### src/rtl/hpcp_defs.svh
// Constants for the host port and configuration pin block.
// Assumes inclusion by the package and the principal module only.
`ifndef HPCP_DEFS_SVH
`define HPCP_DEFS_SVH

`define HPCP_DATA_W        16
`define HPCP_ADDR_W        16
`define HPCP_ADDR_BIDIR_W  4
`define HPCP_TA_W          5
`define HPCP_MODE_W        8
`define HPCP_REG_SEL_W     2
// Register select codes
`define HPCP_REG_CTRL      2'h0
`define HPCP_REG_TERM      2'h1
`define HPCP_REG_STAT      2'h2
`define HPCP_REG_MADDR     2'h3
// Control register fields
`define HPCP_CTRL_ROLE     8
`define HPCP_CTRL_START    9
`define HPCP_CTRL_WRITE    10
`define HPCP_CTRL_CNT_LSB  11
`define HPCP_CTRL_CNT_W    4
`define HPCP_CTRL_MODE_MSB 7
// Reset values
`define HPCP_MODE_RST      8'h00
`define HPCP_ROLE_RST      1'h0
// Timing
`define HPCP_CLK_NS        40
`define HPCP_RST_MIN_NS    500
`define HPCP_STROBE_CYC    2'h2
`define HPCP_STRAP_CYC     2'h3

`endif

### src/rtl/hpcp_pkg.sv
// Types for the host port and configuration pin block.
// Assumes hpcp_defs.svh is on the include path.
`default_nettype none
`include "hpcp_defs.svh"
package hpcp_pkg;
  typedef struct packed {
    logic                     req;
    logic [`HPCP_ADDR_W-1:0] addr;
    logic [`HPCP_DATA_W-1:0] data;
  } hpcp_mem_type;

  typedef struct packed {
    logic                     rd_n;
    logic                     wr_n;
    logic                     cs_n;
    logic [`HPCP_REG_SEL_W-1:0] sel;
  } hpcp_host_type;

  typedef enum logic [3:0] {
    HPCP_IDLE   = 4'h1,
    HPCP_REQ    = 4'h2,
    HPCP_STROBE = 4'h4,
    HPCP_GAP    = 4'h8
  } hpcp_state_type;
endpackage : hpcp_pkg
`default_nettype wire

### src/rtl/hpcp_host_port.sv
// Host parallel port, strapped configuration and external RAM strobes.
// Assumes one 25 MHz clock; host pins arrive asynchronously; pins are
// resolved outside from the output enables.
//
// Behaviour
// - Data bus is 16 bits, bit 0 least and bit 15 most significant.
// - Five terminal address pins are captured at master reset.
// - Captured terminal address is readable through its own register.
// - Parity pin is odd parity over the five address bits.
// - Register read only while read strobe and chip select are low; device drives data.
// - Register write only while write strobe and chip select are low; data stored.
// - Address lines driven only while address-drive permit is high.
// - Role select high means bus controller, low means remote terminal.
// - Lock low lets control role bit override the role pin; lock high pin governs.
// - Lock high blocks changes to address, role and eight mode bits.
// - External abort low aborts any memory access in progress; register reads and writes proceed.
// - Master reset returns all state and registers to reset.
// - RAM select input passes through to RAM select output.
// - Device asserts RAM select output for its own memory accesses.
// - Load strobe only after grant, one pulse per word.
// - Host and device both use store strobe to write RAM.
// - Store strobe only after grant, one pulse per word.
// - Address bus 16 bits; low four bidirectional, rest outputs.
// - Address and data buses released when unused.
`default_nettype none
`include "hpcp_defs.svh"

module hpcp_host_port
  import hpcp_pkg::*;
(
  input  wire logic                          i_clock,
  input  wire logic                          i_rst_n,
  input  wire logic [`HPCP_DATA_W-1:0]       i_data,
  output logic      [`HPCP_DATA_W-1:0]       o_data,
  output logic                               o_data_oe,
  input  wire logic [`HPCP_ADDR_BIDIR_W-1:0] i_addr_low,
  output logic      [`HPCP_ADDR_W-1:0]       o_addr,
  output logic                               o_addr_oe,
  input  wire logic                          i_read_n,
  input  wire logic                          i_write_n,
  input  wire logic                          i_chip_select_n,
  input  wire logic                          i_address_drive_permit,
  input  wire logic [`HPCP_TA_W-1:0]         i_term_addr_bits,
  input  wire logic                          i_term_addr_parity,
  input  wire logic                          i_role_select_pin,
  input  wire logic                          i_lock,
  input  wire logic                          i_external_abort_n,
  input  wire logic                          i_ram_select_in_n,
  input  wire logic                          i_memory_grant,
  input  wire logic                          i_mem_idle,
  output logic                               o_ram_select_out_n,
  output logic                               o_ram_load_strobe_n,
  output logic                               o_ram_store_strobe_n,
  output logic                               o_memory_request,
  output logic                               o_bus_controller_role,
  output logic      [`HPCP_MODE_W-1:0]       o_operation_mode_bits,
  output logic      [`HPCP_TA_W-1:0]         o_term_addr,
  output logic                               o_term_addr_parity_ok,
  output logic      [`HPCP_DATA_W-1:0]       o_mem_read_data,
  output logic                               o_mem_read_valid
);

  // ==========================================================================
  // Input synchronisers
  // ==========================================================================
  localparam int SYNC_W = `HPCP_DATA_W + `HPCP_ADDR_BIDIR_W + `HPCP_TA_W + 9;
  logic [SYNC_W-1:0] sync1_q;
  logic [SYNC_W-1:0] sync2_q;
  logic [SYNC_W-1:0] sync_d;
  logic [1:0]        strap_cnt_q;
  logic [1:0]        strap_cnt_d;

  assign sync_d = {i_data, i_addr_low, i_term_addr_bits, i_term_addr_parity,
                   i_read_n, i_write_n, i_chip_select_n, i_address_drive_permit,
                   i_role_select_pin, i_lock, i_external_abort_n, i_memory_grant};

  always_ff @(posedge i_clock or negedge i_rst_n) begin
    if (!i_rst_n) begin
      sync1_q <= '1;
      sync2_q <= '1;
    end else begin
      sync1_q <= sync_d;
      sync2_q <= sync1_q;
    end
  end

  logic [`HPCP_DATA_W-1:0] s_data;
  logic [`HPCP_TA_W-1:0]   s_ta;
  logic [`HPCP_ADDR_BIDIR_W-1:0] s_addr_low;
  logic s_par, s_rd_n, s_wr_n, s_cs_n, s_permit, s_role, s_lock, s_abort_n, s_grant;
  assign s_data    = sync2_q[SYNC_W-1 -: `HPCP_DATA_W];
  assign s_ta      = sync2_q[`HPCP_TA_W+8:9];
  assign s_addr_low = sync2_q[`HPCP_TA_W+9 +: `HPCP_ADDR_BIDIR_W];
  assign s_par     = sync2_q[8];
  assign s_rd_n    = sync2_q[7];
  assign s_wr_n    = sync2_q[6];
  assign s_cs_n    = sync2_q[5];
  assign s_permit  = sync2_q[4];
  assign s_role    = sync2_q[3];
  assign s_lock    = sync2_q[2];
  assign s_abort_n = sync2_q[1];
  assign s_grant   = sync2_q[0];

  // Odd parity check over address and parity bit
  function automatic logic hpcp_odd_ok(input logic [`HPCP_TA_W-1:0] ta, input logic p);
    hpcp_odd_ok = ^{ta, p};
  endfunction : hpcp_odd_ok

  // ==========================================================================
  // Host registers
  // ==========================================================================
  logic [`HPCP_TA_W-1:0]   ta_q, ta_d;
  logic [`HPCP_MODE_W-1:0] mode_q, mode_d;
  logic                    role_q, role_d;
  logic                    wr_seen_q, wr_seen_d;
  logic [`HPCP_ADDR_W-1:0] maddr_q, maddr_d;
  logic [`HPCP_DATA_W-1:0] wdata_q, wdata_d;
  logic [`HPCP_CTRL_CNT_W-1:0] cnt_q, cnt_d;
  logic                    dir_wr_q, dir_wr_d;
  logic                    start;
  logic                    reg_wr;
  logic [`HPCP_REG_SEL_W-1:0] sel;
  logic                    busy;

  assign sel    = s_addr_low[`HPCP_REG_SEL_W-1:0];
  assign reg_wr = !s_wr_n && !s_cs_n && !wr_seen_q;

  always_comb begin
    ta_d      = ta_q;
    mode_d    = mode_q;
    role_d    = role_q;
    maddr_d   = maddr_q;
    wdata_d   = wdata_q;
    cnt_d     = cnt_q;
    dir_wr_d  = dir_wr_q;
    start     = 1'b0;
    wr_seen_d = !s_wr_n && !s_cs_n;
    if (strap_cnt_q != `HPCP_STRAP_CYC) begin
      ta_d = s_ta;
    end
    if (reg_wr) begin
      unique case (sel)
        `HPCP_REG_CTRL: begin
          if (!s_lock) begin
            mode_d = s_data[`HPCP_CTRL_MODE_MSB:0];
            role_d = s_data[`HPCP_CTRL_ROLE];
          end
          cnt_d = s_data[`HPCP_CTRL_CNT_LSB +: `HPCP_CTRL_CNT_W];
          if (s_data[`HPCP_CTRL_START] && !busy) begin
            start    = 1'b1;
            dir_wr_d = s_data[`HPCP_CTRL_WRITE];
          end
        end
        `HPCP_REG_TERM: begin
          if (!s_lock) begin
            ta_d = s_data[`HPCP_TA_W-1:0];
          end
        end
        `HPCP_REG_STAT: begin
          wdata_d = s_data;
        end
        `HPCP_REG_MADDR: begin
          maddr_d = s_data;
        end
      endcase
    end
  end

  always_ff @(posedge i_clock or negedge i_rst_n) begin
    if (!i_rst_n) begin
      ta_q         <= '0;
      mode_q       <= `HPCP_MODE_RST;
      role_q       <= `HPCP_ROLE_RST;
      wr_seen_q    <= 1'b0;
      maddr_q      <= '0;
      wdata_q      <= '0;
      cnt_q        <= '0;
      dir_wr_q     <= 1'b0;
      strap_cnt_q  <= '0;
    end else begin
      ta_q         <= ta_d;
      mode_q       <= mode_d;
      role_q       <= role_d;
      wr_seen_q    <= wr_seen_d;
      maddr_q      <= maddr_d;
      wdata_q      <= wdata_d;
      cnt_q        <= cnt_d;
      dir_wr_q     <= dir_wr_d;
      strap_cnt_q  <= strap_cnt_d;
    end
  end

  // Strap follows the pins until the synchroniser has carried their levels through
  assign strap_cnt_d = (strap_cnt_q == `HPCP_STRAP_CYC) ? strap_cnt_q : strap_cnt_q + 2'h1;

  // Role: pin governs under lock, control bit otherwise
  assign o_bus_controller_role = s_lock ? s_role : role_q;
  assign o_operation_mode_bits = mode_q;
  assign o_term_addr           = ta_q;
  assign o_term_addr_parity_ok = hpcp_odd_ok(ta_q, s_par);

  // ==========================================================================
  // Memory access sequencer
  // ==========================================================================
  hpcp_state_type state_q, state_d;
  logic [1:0]              tick_q, tick_d;
  logic [`HPCP_DATA_W-1:0] rdata_q, rdata_d;
  logic                    rvalid_q, rvalid_d;
  logic [`HPCP_ADDR_W-1:0]     mptr_q, mptr_d;
  logic [`HPCP_CTRL_CNT_W-1:0] left_q, left_d;

  assign busy = (state_q != HPCP_IDLE);

  always_comb begin
    state_d  = state_q;
    tick_d   = tick_q;
    rdata_d  = rdata_q;
    rvalid_d = 1'b0;
    unique case (state_q)
      HPCP_IDLE: begin
        if (start && i_mem_idle) begin
          state_d = HPCP_REQ;
        end
      end
      HPCP_REQ: begin
        tick_d = '0;
        if (s_grant && s_permit) begin
          state_d = HPCP_STROBE;
        end
      end
      HPCP_STROBE: begin
        tick_d = tick_q + 2'h1;
        if (tick_q == `HPCP_STROBE_CYC - 2'h1) begin
          state_d = HPCP_GAP;
          tick_d  = '0;
        end
      end
      HPCP_GAP: begin
        // Read word leaves the synchroniser one cycle after the strobe ends
        tick_d = 2'h1;
        if (tick_q == '0 && !dir_wr_q) begin
          rdata_d  = s_data;
          rvalid_d = 1'b1;
        end
        // One strobe pulse per word
        if (left_q == '0) begin
          state_d = HPCP_IDLE;
        end else if (s_grant && s_permit) begin
          state_d = HPCP_STROBE;
          tick_d  = '0;
        end
      end
      default: state_d = HPCP_IDLE;
    endcase
    if (!s_abort_n) begin
      state_d = HPCP_IDLE;
    end
  end

  // Word count and address advance kept in the sequencer flops
  always_comb begin
    mptr_d = mptr_q;
    left_d = left_q;
    if (start) begin
      mptr_d = maddr_q;
      left_d = cnt_q;
    end else if (state_q == HPCP_GAP && state_d == HPCP_STROBE) begin
      mptr_d = mptr_q + `HPCP_ADDR_W'(1);
      left_d = left_q - `HPCP_CTRL_CNT_W'(1);
    end
  end

  always_ff @(posedge i_clock or negedge i_rst_n) begin
    if (!i_rst_n) begin
      state_q  <= HPCP_IDLE;
      tick_q   <= '0;
      rdata_q  <= '0;
      rvalid_q <= 1'b0;
      mptr_q   <= '0;
      left_q   <= '0;
    end else begin
      state_q  <= state_d;
      tick_q   <= tick_d;
      rdata_q  <= rdata_d;
      rvalid_q <= rvalid_d;
      mptr_q   <= mptr_d;
      left_q   <= left_d;
    end
  end

  // ==========================================================================
  // Pin drivers
  // ==========================================================================
  logic strobing, owning;
  assign strobing = (state_q == HPCP_STROBE);
  assign owning   = (state_q == HPCP_STROBE || state_q == HPCP_GAP) && s_permit;

  assign o_memory_request     = (state_q != HPCP_IDLE);
  assign o_ram_select_out_n   = i_ram_select_in_n && !strobing;
  assign o_ram_load_strobe_n  = !(strobing && !dir_wr_q);
  assign o_ram_store_strobe_n = !(strobing && dir_wr_q);
  assign o_addr               = mptr_q;
  assign o_addr_oe            = owning && s_grant;

  always_comb begin
    o_data    = '0;
    o_data_oe = 1'b0;
    if (!s_rd_n && !s_cs_n) begin
      o_data_oe = 1'b1;
      unique case (sel)
        `HPCP_REG_CTRL:  o_data = {1'b0, left_q, dir_wr_q, busy, role_q, mode_q};
        `HPCP_REG_TERM:  o_data = {10'h000, s_par, ta_q};
        `HPCP_REG_STAT:  o_data = rdata_q;
        `HPCP_REG_MADDR: o_data = maddr_q;
      endcase
    end else if (strobing && dir_wr_q && s_grant) begin
      o_data    = wdata_q;
      o_data_oe = 1'b1;
    end
  end

  assign o_mem_read_data  = rdata_q;
  assign o_mem_read_valid = rvalid_q;

endmodule : hpcp_host_port
`default_nettype wire

### config.mk
export PLATFORM = sky130hd
export DESIGN_NAME = hpcp_host_port
export DESIGN_NICKNAME = d
export VERILOG_FILES = /design/src/rtl/hpcp_pkg.sv /design/src/rtl/hpcp_host_port.sv
export VERILOG_INCLUDE_DIRS = /design/src /design/src/rtl
export SDC_FILE = /design/constraint.sdc
export NUM_CORES = 1
export LEC_CHECK = 0
export BUFFER_PORTS_ARGS = -buffer_cell sky130_fd_sc_hd__buf_2
export CORE_MARGIN = 1.5
export CORE_UTILIZATION = 40
export CTS_CLUSTER_DIAMETER = 150
export CTS_CLUSTER_SIZE = 10
export DETAILED_ROUTE_END_ITERATION = 10
export PLACE_DENSITY = 0.72
export SYNTH_ARGS = -nofsm -noshare
export SYNTH_HDL_FRONTEND = slang
export SYNTH_SLANG_ARGS = --single-unit
### constraint.sdc
create_clock -name i_clock -period 4.2 [get_ports i_clock]
set_clock_uncertainty 0.05 [all_clocks]
set_input_delay 0.63 -clock i_clock [delete_from_list [all_inputs] [get_ports i_clock]]
set_output_delay 0.63 -clock i_clock [all_outputs]
set_load 0.02 [all_outputs]
==> run metrics, run 1 <==
Placer Congestion 0.8358; Leak 3.536 nW; Max stage delay on crit path 0.58 ns; Worst setup SP type flop; Pint 2.879 mW; Max-slew headroom 0.3336; vias per cell 5.334; # hold bufs at CTS 0; Worst Path Arrival 2.53 ns; ant diodes 0; yosys warns 0; final WL 15.30 mm; Synth-to-Final Area Change 19.37%; fin. max-slew vios 0; Sw Pwr 1.173 mW; setup TNS 0 ns; Synth top area share 0.3618; core area 16060 um2; element type at the critical path end output port; Final period util 0.7636; Max-Cap Viols 0; largest net degree at the start of global routing 108; CP Cell Sequence nor4b_2 > nand3_1 > nor2_1 > buf_4 > a22o_1 > buf_2; Power Dens Cells 511.1 nW/um2; crit path kind reg2out; Starting Density 0.4135; gr usage total 0.1856; Clock Path Buffers 2; endpoints failing setup 0; top_reg_cell synth dfrtp_1; critical path's slowest cell nor4b_2; vias 4411; vias in the first global route 4666; nets 639; Post-synth EDFFs 0; Final HPWL DP 10.42 mm; Crit path depth 6; Worst-Margin Slew 0.9972 ns; worst path required time 3.52 ns; grt total ovfl 0; Post-Route Utilization 0.4936; outcome finished clean; Filler cells 1392; Post-CTS Setup Bufs 0; DRC 0; Die Ht 131.8 um; Synth area leader dfrtp_1; average wire per standard cell 18.50 um; PortBufs 105; top cells by area, synth dfrtp_1 (36%), dfstp_2 (26%), mux2_2 (11%); CP max FO 16; number of synthesized register bits 161; unique cell type count in the Yosys netlist 56; drt first pass iters 5; FMAX 311.8 MHz; Mean Syn Cell Area 13.44 um2; Clock Latency Late Sink 0.43 ns; worst path buffer plus inverter count 2; Max VDD drop 0.0003736 V; I/O pins 108; unrepaired setup endpoints after global routing no; post-synthesis sequential area ratio 0.6190; share of synthesized registers carrying an async set or reset 1.000; post-synthesis instance total 494; Logic pwr share 0.152; hold slack 0.2427 ns; hold depth 1; Core Rows 46; sequential group share of total power 0.487; initial antenna violation count 0; Power Total 4.052 mW; first-pass GRT wire length 24.96 mm; fin area 7926 um2; share of cells above drive strength 1 0.4697; Root Driver clkbuf_16; final hold violations 0; Netlist Area Pre-Place 6640 um2; DR iter-0 viols 329; post-synth net total 535; Reg clk slew, reported paths 0.06 ns; Post-DRT Antenna Nets 0; CTS tree yes; Die X 131.8 um; CTS resizes 0; total CTS buffers 17; Reg2Reg Depth 4; Clock Power Share 0.361; die area 17380 um2; clk sinks 161; switching share of power 0.2895; dpl cell area 7366 um2; minimum clock period 3.207 ns; Hold WC Path Type in2reg; CP delay by family, top simple AND/OR/NAND/NOR gates; H-tree lvl count 4
[kinds of logic (layout without fill, tap and decap cells)]
family | count (synthesis) | in the layout | synth area share
compound gates | 72 | 72 | 0.07104
xor+xnor | 15 | 15 | 0.01979
fa+ha+maj | 3 | 3 | 0.005654
buf+inv | 35 | 152 | 0.02450
flops | 161 | 161 | 0.6190
mux | 87 | 87 | 0.1547
simple gates | 121 | 121 | 0.1053
[power groups by stage]
stage	Clock (mW)	Combinational, mW	Sequential, mW
floorplan	0	0.328	2.01
global placement	0	0.601	1.98
detailed placement	0	0.619	2.00
CTS	1.49	0.623	1.97
global route	1.56	0.671	2.00
finish	1.46	0.615	1.97
[area by class of cell]
class | count | area (um2) | share of cell area
sequential | 161 | 4110 | 0.5185
clock buffer | 17 | 425.4 | 0.05367
multi-input combinational | 298 | 2367 | 0.2987
inverter | 7 | 26.28 | 0.003315
clock inverter | 15 | 135.1 | 0.01705
timing repair buffer | 113 | 591.8 | 0.07466
tap | 216 | 270.3 | 0.03410
[state kept, by name (all words and copies together), names as in the netlist]
register / cells
role_q: 1
sync1_q: 32
sync2_q: 32
tick_q: 2
left_q: 4
cnt_q: 4
dir_wr_q: 1
maddr_q: 16
o_operation_mode_bits: 8
o_addr: 16
state_q: 4
wr_seen_q: 1
strap_cnt_q: 2
o_term_addr: 5
o_mem_read_data: 16
wdata_q: 16
o_mem_read_valid: 1
[worst paths after layout]
check                                 startpoint                              to  slack, ns
max in group asynchronous                i_rst_n            sync2_q[7]$_DFF_PN1_       2.86
setup reg to reg            state_q[0]$_DFF_PN1_            state_q[1]$_DFF_PN0_       1.69
hold reg to reg            sync1_q[23]$_DFF_PN1_           sync2_q[23]$_DFF_PN1_       0.30
hold / removal                          i_read_n            sync1_q[7]$_DFF_PN1_       0.24
setup / recovery            state_q[1]$_DFF_PN0_                       o_data[4]       0.99
min in group asynchronous                i_rst_n  o_mem_read_data[8]$_DFFE_PN0P_       0.28
[metrics by stage]
step                std cells  setup WS, ns
floorplan                 494         1.707
global placement          795         1.489
detailed placement        795         1.435
CTS                       827        0.9406
global route              827        0.8026
finish                    827        0.9928
[cell usage after synthesis, types with 4 or more instances]
cell,instances
nand2b_1,4
xnor2_1,14
nor4_1,8
mux2i_1,16
nor3_1,4
nand2_1,28
mux4_2,6
nor2_1,22
nor2b_1,6
nand3_1,7
a21oi_1,9
a31oi_1,10
inv_1,7
or3_1,8
dfstp_2,65
a22o_1,15
or4_1,4
buf_2,7
dfrtp_1,96
clkbuf_1,15
o21ai_0,24
mux2_2,65
[cells in the final DEF (no fill, tap or decap), drive strengths merged, types with 7 or more instances in the layout]
| cell | instances |
|---|---|
| nand3 | 7 |
| a31oi | 10 |
| buf | 113 |
| xnor2 | 14 |
| mux2i | 16 |
| clkbuf | 17 |
| or3 | 8 |
| dfrtp | 96 |
| mux2 | 65 |
| nand2 | 28 |
| nor4 | 8 |
| a22o | 15 |
| a21oi | 9 |
| dfstp | 65 |
| nor2 | 22 |
| o21ai | 25 |
| inv | 12 |
[worst reg2reg max path, stage by stage (launching register included)]
cell	delay [ns]
dfstp_2	0.68
or4b_1	0.62
and4b_1	0.73
a32oi_1	0.10
nor3b_1	0.24
[layer usage]
metal	track usage	wire length (um)	up-vias
met5	0	0	-
met1	0.2395	6976	2242
met3	0.04537	689	27
met4	0.08457	351	0
met2	0.2971	7284	144
li1	-	-	1998
Note: power is estimated with default switching activity, not from simulation.
==> run 2: changes to the inputs <==
--- a/config.mk
+++ b/config.mk
@@ -12,7 +12,7 @@
 export CTS_CLUSTER_DIAMETER = 150
 export CTS_CLUSTER_SIZE = 10
 export DETAILED_ROUTE_END_ITERATION = 10
-export PLACE_DENSITY = 0.72
+export PLACE_DENSITY = 0.74
 export SYNTH_ARGS = -nofsm -noshare
 export SYNTH_HDL_FRONTEND = slang
 export SYNTH_SLANG_ARGS = --single-unit
==> constraint.sdc (replaced) <==
create_clock -name i_clock -period 2.9 [get_ports i_clock]
set_clock_uncertainty 0.05 [all_clocks]
set_input_delay 0.435 -clock i_clock [delete_from_list [all_inputs] [get_ports i_clock]]
set_output_delay 0.435 -clock i_clock [all_outputs]
set_load 0.02 [all_outputs]
==> run metrics, run 2 (same netlist as run 1, synthesis figures left out) <==
outcome finished clean; Max-Cap Viols 0 (unchanged); Pint 4.392 mW (+53%); dpl cell area 7461 um2 (+1.3%); Die X 131.8 um (unchanged); minimum clock period 2.771 ns; max layer used met4; Met1 Routed Length 6.991 mm (+0.22%); most frequent cells in the layout buf_2 (104), dfrtp_1 (95), mux2_2 (65), dfstp_2 (65), nand2_1 (28); share of cells above drive strength 1 0.4815 (+0.01182); Sw Pwr 1.666 mW (+42%); routed wl met2 7.648 mm (+5.0%); grt total ovfl 0 (unchanged); switching share of power 0.2750 (-0.01450); initial antenna violation count 0 (unchanged); CTS tree yes; Final HPWL DP 11.03 mm (+5.9%); H-tree lvl count 4 (unchanged); clk sinks 161 (unchanged); Worst Path Arrival 2.29 ns (-0.24 ns); CP max FO 15 (-1); Power Dens Cells 748.5 nW/um2 (+46%); vias per cell 5.361 (+0.51%); average wire per standard cell 18.66 um (+0.88%); Leak 3.623 nW (+2.4%); endpoints failing setup 0 (unchanged); FMAX 360.9 MHz; Max-slew headroom 0.3453 (+0.01171); ant diodes 0 (unchanged); PortBufs 105 (unchanged); Logic pwr share 0.149 (-0.003); final WL 15.66 mm (+2.3%); first-pass GRT wire length 25.35 mm (+1.5%); Clock Power Share 0.378 (+0.017); core area 16060 um2 (unchanged); sequential group share of total power 0.472 (-0.015); Final period util 0.9554; Clock Path Buffers 2 (unchanged); Root Driver clkbuf_16; worst path required time 2.41 ns (-1.11 ns); nets 651 (+1.9%); element type at the critical path end output port; fin. max-slew vios 0 (unchanged); DRC 0 (unchanged); vias 4498 (+2.0%); largest net degree at the start of global routing 71 (-34%); Placer Congestion 0.8406 (+0.57%); met3 WL 683 um (-0.87%); setup TNS 0 ns (unchanged); drt first pass iters 5 (unchanged); Die Ht 131.8 um (unchanged); final hold violations 0 (unchanged); Core Rows 46 (unchanged); Largest regs sync1_q: 32 flops, sync2_q: 32 flops; Synth-to-Final Area Change 21.88%; vias in the first global route 4730 (+1.4%); I/O pins 108 (unchanged); Worst setup SP type flop; Clock Latency Late Sink 0.43 ns (about the same); Reg clk slew, reported paths 0.06 ns (about the same); die area 17380 um2 (unchanged); unrepaired setup endpoints after global routing no; total CTS buffers 17 (unchanged); Worst-Margin Slew 0.9800 ns (-0.01717 ns); crit path kind reg2out; Hold WC Path Type in2reg; Post-DRT Antenna Nets 0 (unchanged); fin area 8093 um2 (+2.1%); Filler cells 1378 (-1.0%); Max VDD drop 0.0004202 V (+12%); gr usage total 0.1876 (+0.001941); Post-CTS Setup Bufs 0 (unchanged); Starting Density 0.4135 (unchanged); DR iter-0 viols 330 (+0.30%); commonest non-fill, non-tap cell in the layout buf_2
==> run 2: power by group through the flow <==
stage	clock network [mW]	logic [mW]	registers [mW]
2_1_floorplan	0	0.476	2.91
3_3_place_gp	0	0.876	2.87
3_5_place_dp	0	0.908	2.89
4_1_cts	2.34	0.918	2.86
5_1_grt	2.43	0.990	2.90
6_report	2.29	0.905	2.86
==> run 2: repair_timing <==
| action | CTS | global route |
|---|---|---|
| endpoints found under the setup margin | 0 | 16 |
| hold endpoints to repair | 2 | 0 |
| hold buffers | 1 | 0 |
| gates resized for setup | 0 | 3 |
==> run 2: per-stage QoR <==
stage	hold slack, ns	utilization	power, mW	setup WS, ns	cells
detailed placement	0.2968	0.4646	3.800	0.3979	806
CTS	0.03908	0.5035	6.110	0.001094	839
global route	0.03659	0.5040	6.323	0.001691	839
finish	0.05685	0.5040	6.058	0.1294	839
global placement	0.2956	0.4646	3.744	0.3869	806
floorplan	0.08941	-	3.387	0.6017	494
==> run 2: worst max-delay path, cell delays in order (launching register included) <==
cell	delay (ns)
dfrtp_2	0.51
nor4b_2	0.30
buf_4	0.19
nand3_1	0.14
nor2_2	0.16
buf_4	0.20
a22o_1	0.19
buf_2	0.18
==> run 2: routing by layer <==
metal / GRT usage / up-vias
li1: - / 2028
met1: 0.2385 / 2301
met2: 0.3132 / 140
met3: 0.04306 / 29
met4: 0.07160 / 0
met5: 0 / -
==> run 2: cell type report <==
type                       count  area (um2)  share of cell area
timing repair buffer         125       696.9             0.08612
multi-input combinational    298        2374              0.2933
clock buffer                  19       454.2             0.05612
clock inverter                13       160.2             0.01979
tap                          216       270.3             0.03340
sequential                   161        4111              0.5080
inverter                       7       26.28            0.003247
==> run 2: path summary, 6_finish.rpt <==
kind | start | to | slack, ns | cells past startpoint
max | state_q[1]$_DFF_PN0_ | o_data[9] | 0.13 | 7
min | i_data[12] | sync1_q[30]$_DFF_PN1_ | 0.06 | 1
max reg2reg | sync2_q[5]$_DFF_PN1_ | o_operation_mode_bits[5]$_DFFE_PN0P_ | 0.39 | 4
min reg2reg | sync1_q[11]$_DFF_PN1_ | sync2_q[11]$_DFF_PN1_ | 0.30 | 0
max in group asynchronous | i_rst_n | sync2_q[8]$_DFF_PN1_ | 1.47 | 3
min in group asynchronous | i_rst_n | role_q$_DFFE_PN0P_ | 0.55 | 2
==> run 3: changes to the inputs <==
--- a/config.mk
+++ b/config.mk
@@ -12,6 +12,7 @@
 export CTS_CLUSTER_DIAMETER = 150
 export CTS_CLUSTER_SIZE = 10
 export DETAILED_ROUTE_END_ITERATION = 10
+export MAX_ROUTING_LAYER = met4
 export PLACE_DENSITY = 0.74
 export SYNTH_ARGS = -nofsm -noshare
 export SYNTH_HDL_FRONTEND = slang
==> run metrics, run 3 (same netlist as run 1, synthesis figures left out) <==
ant diodes 0 (unchanged); total CTS buffers 17 (unchanged); minimum clock period 2.777 ns (+0.006488 ns); element type at the critical path end output port; Worst Setup SP state_q[1]$_DFF_PN0_; PortBufs 105 (unchanged); Clock Latency Late Sink 0.42 ns (about the same); worst path required time 2.41 ns (about the same); outcome finished clean; I/O pins 108 (unchanged); CP Cell Sequence nor4b_2 > buf_4 > nand3_1 > nor2_2 > buf_4 > a22o_1 > buf_2; DRC 0 (unchanged); endpoints failing setup 0 (unchanged); grt total ovfl 0 (unchanged); initial antenna violation count 0 (unchanged); Final HPWL DP 11.03 mm (unchanged); Max VDD drop 0.0004178 V (-0.58%); Max stage delay on crit path 0.51 ns (about the same); Starting Density 0.4135 (unchanged); multi-input logic area 2374 um2 (unchanged); dpl cell area 7461 um2 (unchanged); share of cells above drive strength 1 0.4815 (unchanged); Max-slew headroom 0.3529 (+0.007557); setup TNS 0 ns (unchanged); vias in the first global route 4718 (-0.25%); Clock Path Buffers 2 (unchanged); Worst-Margin Slew 0.9687 ns (-0.01131 ns); min-delay src i_data[3]; vias 4448 (-1.1%); most frequent cells in the layout buf_2 (104), dfrtp_1 (95), mux2_2 (65), dfstp_2 (65), nand2_1 (28); largest net degree at the start of global routing 71 (unchanged); Max-Cap Viols 0 (unchanged); CTS tree yes; fin area 8093 um2 (unchanged); most frequent cell on the critical path buf_4; Post-DRT Antenna Nets 0 (unchanged); Hold WC Path Type in2reg; average wire per standard cell 18.59 um (-0.38%); Core Rows 46 (unchanged); Die X 131.8 um (unchanged); FF-to-FF Start sync2_q[5]$_DFF_PN1_; Reg clk slew, reported paths 0.06 ns (about the same); DR iter-0 viols 355 (+7.6%); drt first pass iters 4 (-1); critical path's slowest cell dfrtp_2; final WL 15.60 mm (-0.38%); FMAX 360.1 MHz (-0.23%); fin worst setup slack 0.1229 ns (-0.006488 ns); clk sinks 161 (unchanged); Placer Congestion 0.8537 (+1.6%); Power Dens Cells 748.5 nW/um2 (about the same); core area 16060 um2 (unchanged); crit path kind reg2out; Root Driver clkbuf_16; register area 4111 um2 (unchanged); Synth-to-Final Area Change 21.88% (unchanged); CP delay by family, top simple AND/OR/NAND/NOR gates; Worst setup SP type flop; fin. max-slew vios 0 (unchanged); H-tree lvl count 4 (unchanged); Post-Place Worst Slack 0.3979 ns (unchanged); Leak 3.623 nW (unchanged); nets 651 (unchanged); gr usage total 0.1934 (+0.005819); Worst Path Arrival 2.29 ns (about the same); commonest non-fill, non-tap cell in the layout buf_2; Filler cells 1378 (unchanged); CP max FO 15 (unchanged); unrepaired setup endpoints after global routing no; Final period util 0.9576 (+0.002237); final hold violations 0 (unchanged); first-pass GRT wire length 25.38 mm (+0.11%); vias per cell 5.302 (-1.1%); die area 17380 um2 (unchanged); Die Ht 131.8 um (unchanged); Largest regs sync1_q: 32 flops, sync2_q: 32 flops; worst path buffer plus inverter count 3 (unchanged)
run 3: cell counts in the layout (fill, tap and decap cells not counted):
Identical to the previous run, type by type.
run 3: path summary, 6_finish.rpt:
| path | to | slack (ns) | depth (start not counted) |
|---|---|---|---|
| setup reg to reg | o_operation_mode_bits[5]$_DFFE_PN0P_ | 0.41 | 4 |
| hold reg to reg | sync2_q[11]$_DFF_PN1_ | 0.30 | 0 |
| hold / removal | sync1_q[21]$_DFF_PN1_ | 0.06 | 1 |
| min in group asynchronous | role_q$_DFFE_PN0P_ | 0.55 | 2 |
| max in group asynchronous | sync2_q[24]$_DFF_PN1_ | 1.47 | 3 |
| setup / recovery | o_data[9] | 0.12 | 7 |
run 3: power breakdown:
group          switching, mW  internal, mW  total (mW)
Combinational          0.490         0.415       0.905
Sequential             0.285          2.57        2.86
Clock                  0.890          1.40        2.29
Total                   1.66          4.39        6.06
run 3: layer usage:
layer  GRT usage  vias to the layer above  share of wire
li1            -                     2018              -
met1      0.2417                     2264           0.45
met4     0.07160                        0          0.022
met5           -                        -              0
met2      0.3123                      142           0.49
met3     0.03922                       24          0.044
run 3: cell type report:
class | instances | share of cell area
Sequential cell | 161 | 0.5080
Multi-Input combinational cell | 298 | 0.2933
Timing Repair Buffer | 125 | 0.08612
Clock inverter | 13 | 0.01979
Tap cell | 216 | 0.03340
Inverter | 7 | 0.003247
Clock buffer | 19 | 0.05612
run 3: what timing repair did:
item                                    4_1_cts  5_1_grt
endpoints found under the setup margin        0       16
hold endpoints to repair                      2        0
setup buffers                                 0        0
hold buffers                                  1        0
resized for setup                             0        3
run 3: per-stage QoR:
| stage | std cells | util | hold WS, ns | power [mW] |
|---|---|---|---|---|
| final | 839 | 0.5040 | 0.05957 | 6.057 |
| after global routing | 839 | 0.5040 | 0.03616 | 6.325 |
| after CTS | 839 | 0.5035 | 0.03908 | 6.110 |
| after detailed placement | 806 | 0.4646 | 0.2968 | 3.800 |
| after global placement | 806 | 0.4646 | 0.2956 | 3.744 |
| after floorplan | 494 | - | 0.08941 | 3.387 |
run 3: worst reg2reg max path, cell delays in order, from the launching register on:
cell and delay [ns]:
dfstp_2 0.38, nor4_1 0.35, and2_1 0.35, nor2b_1 0.81, mux2_2 0.43
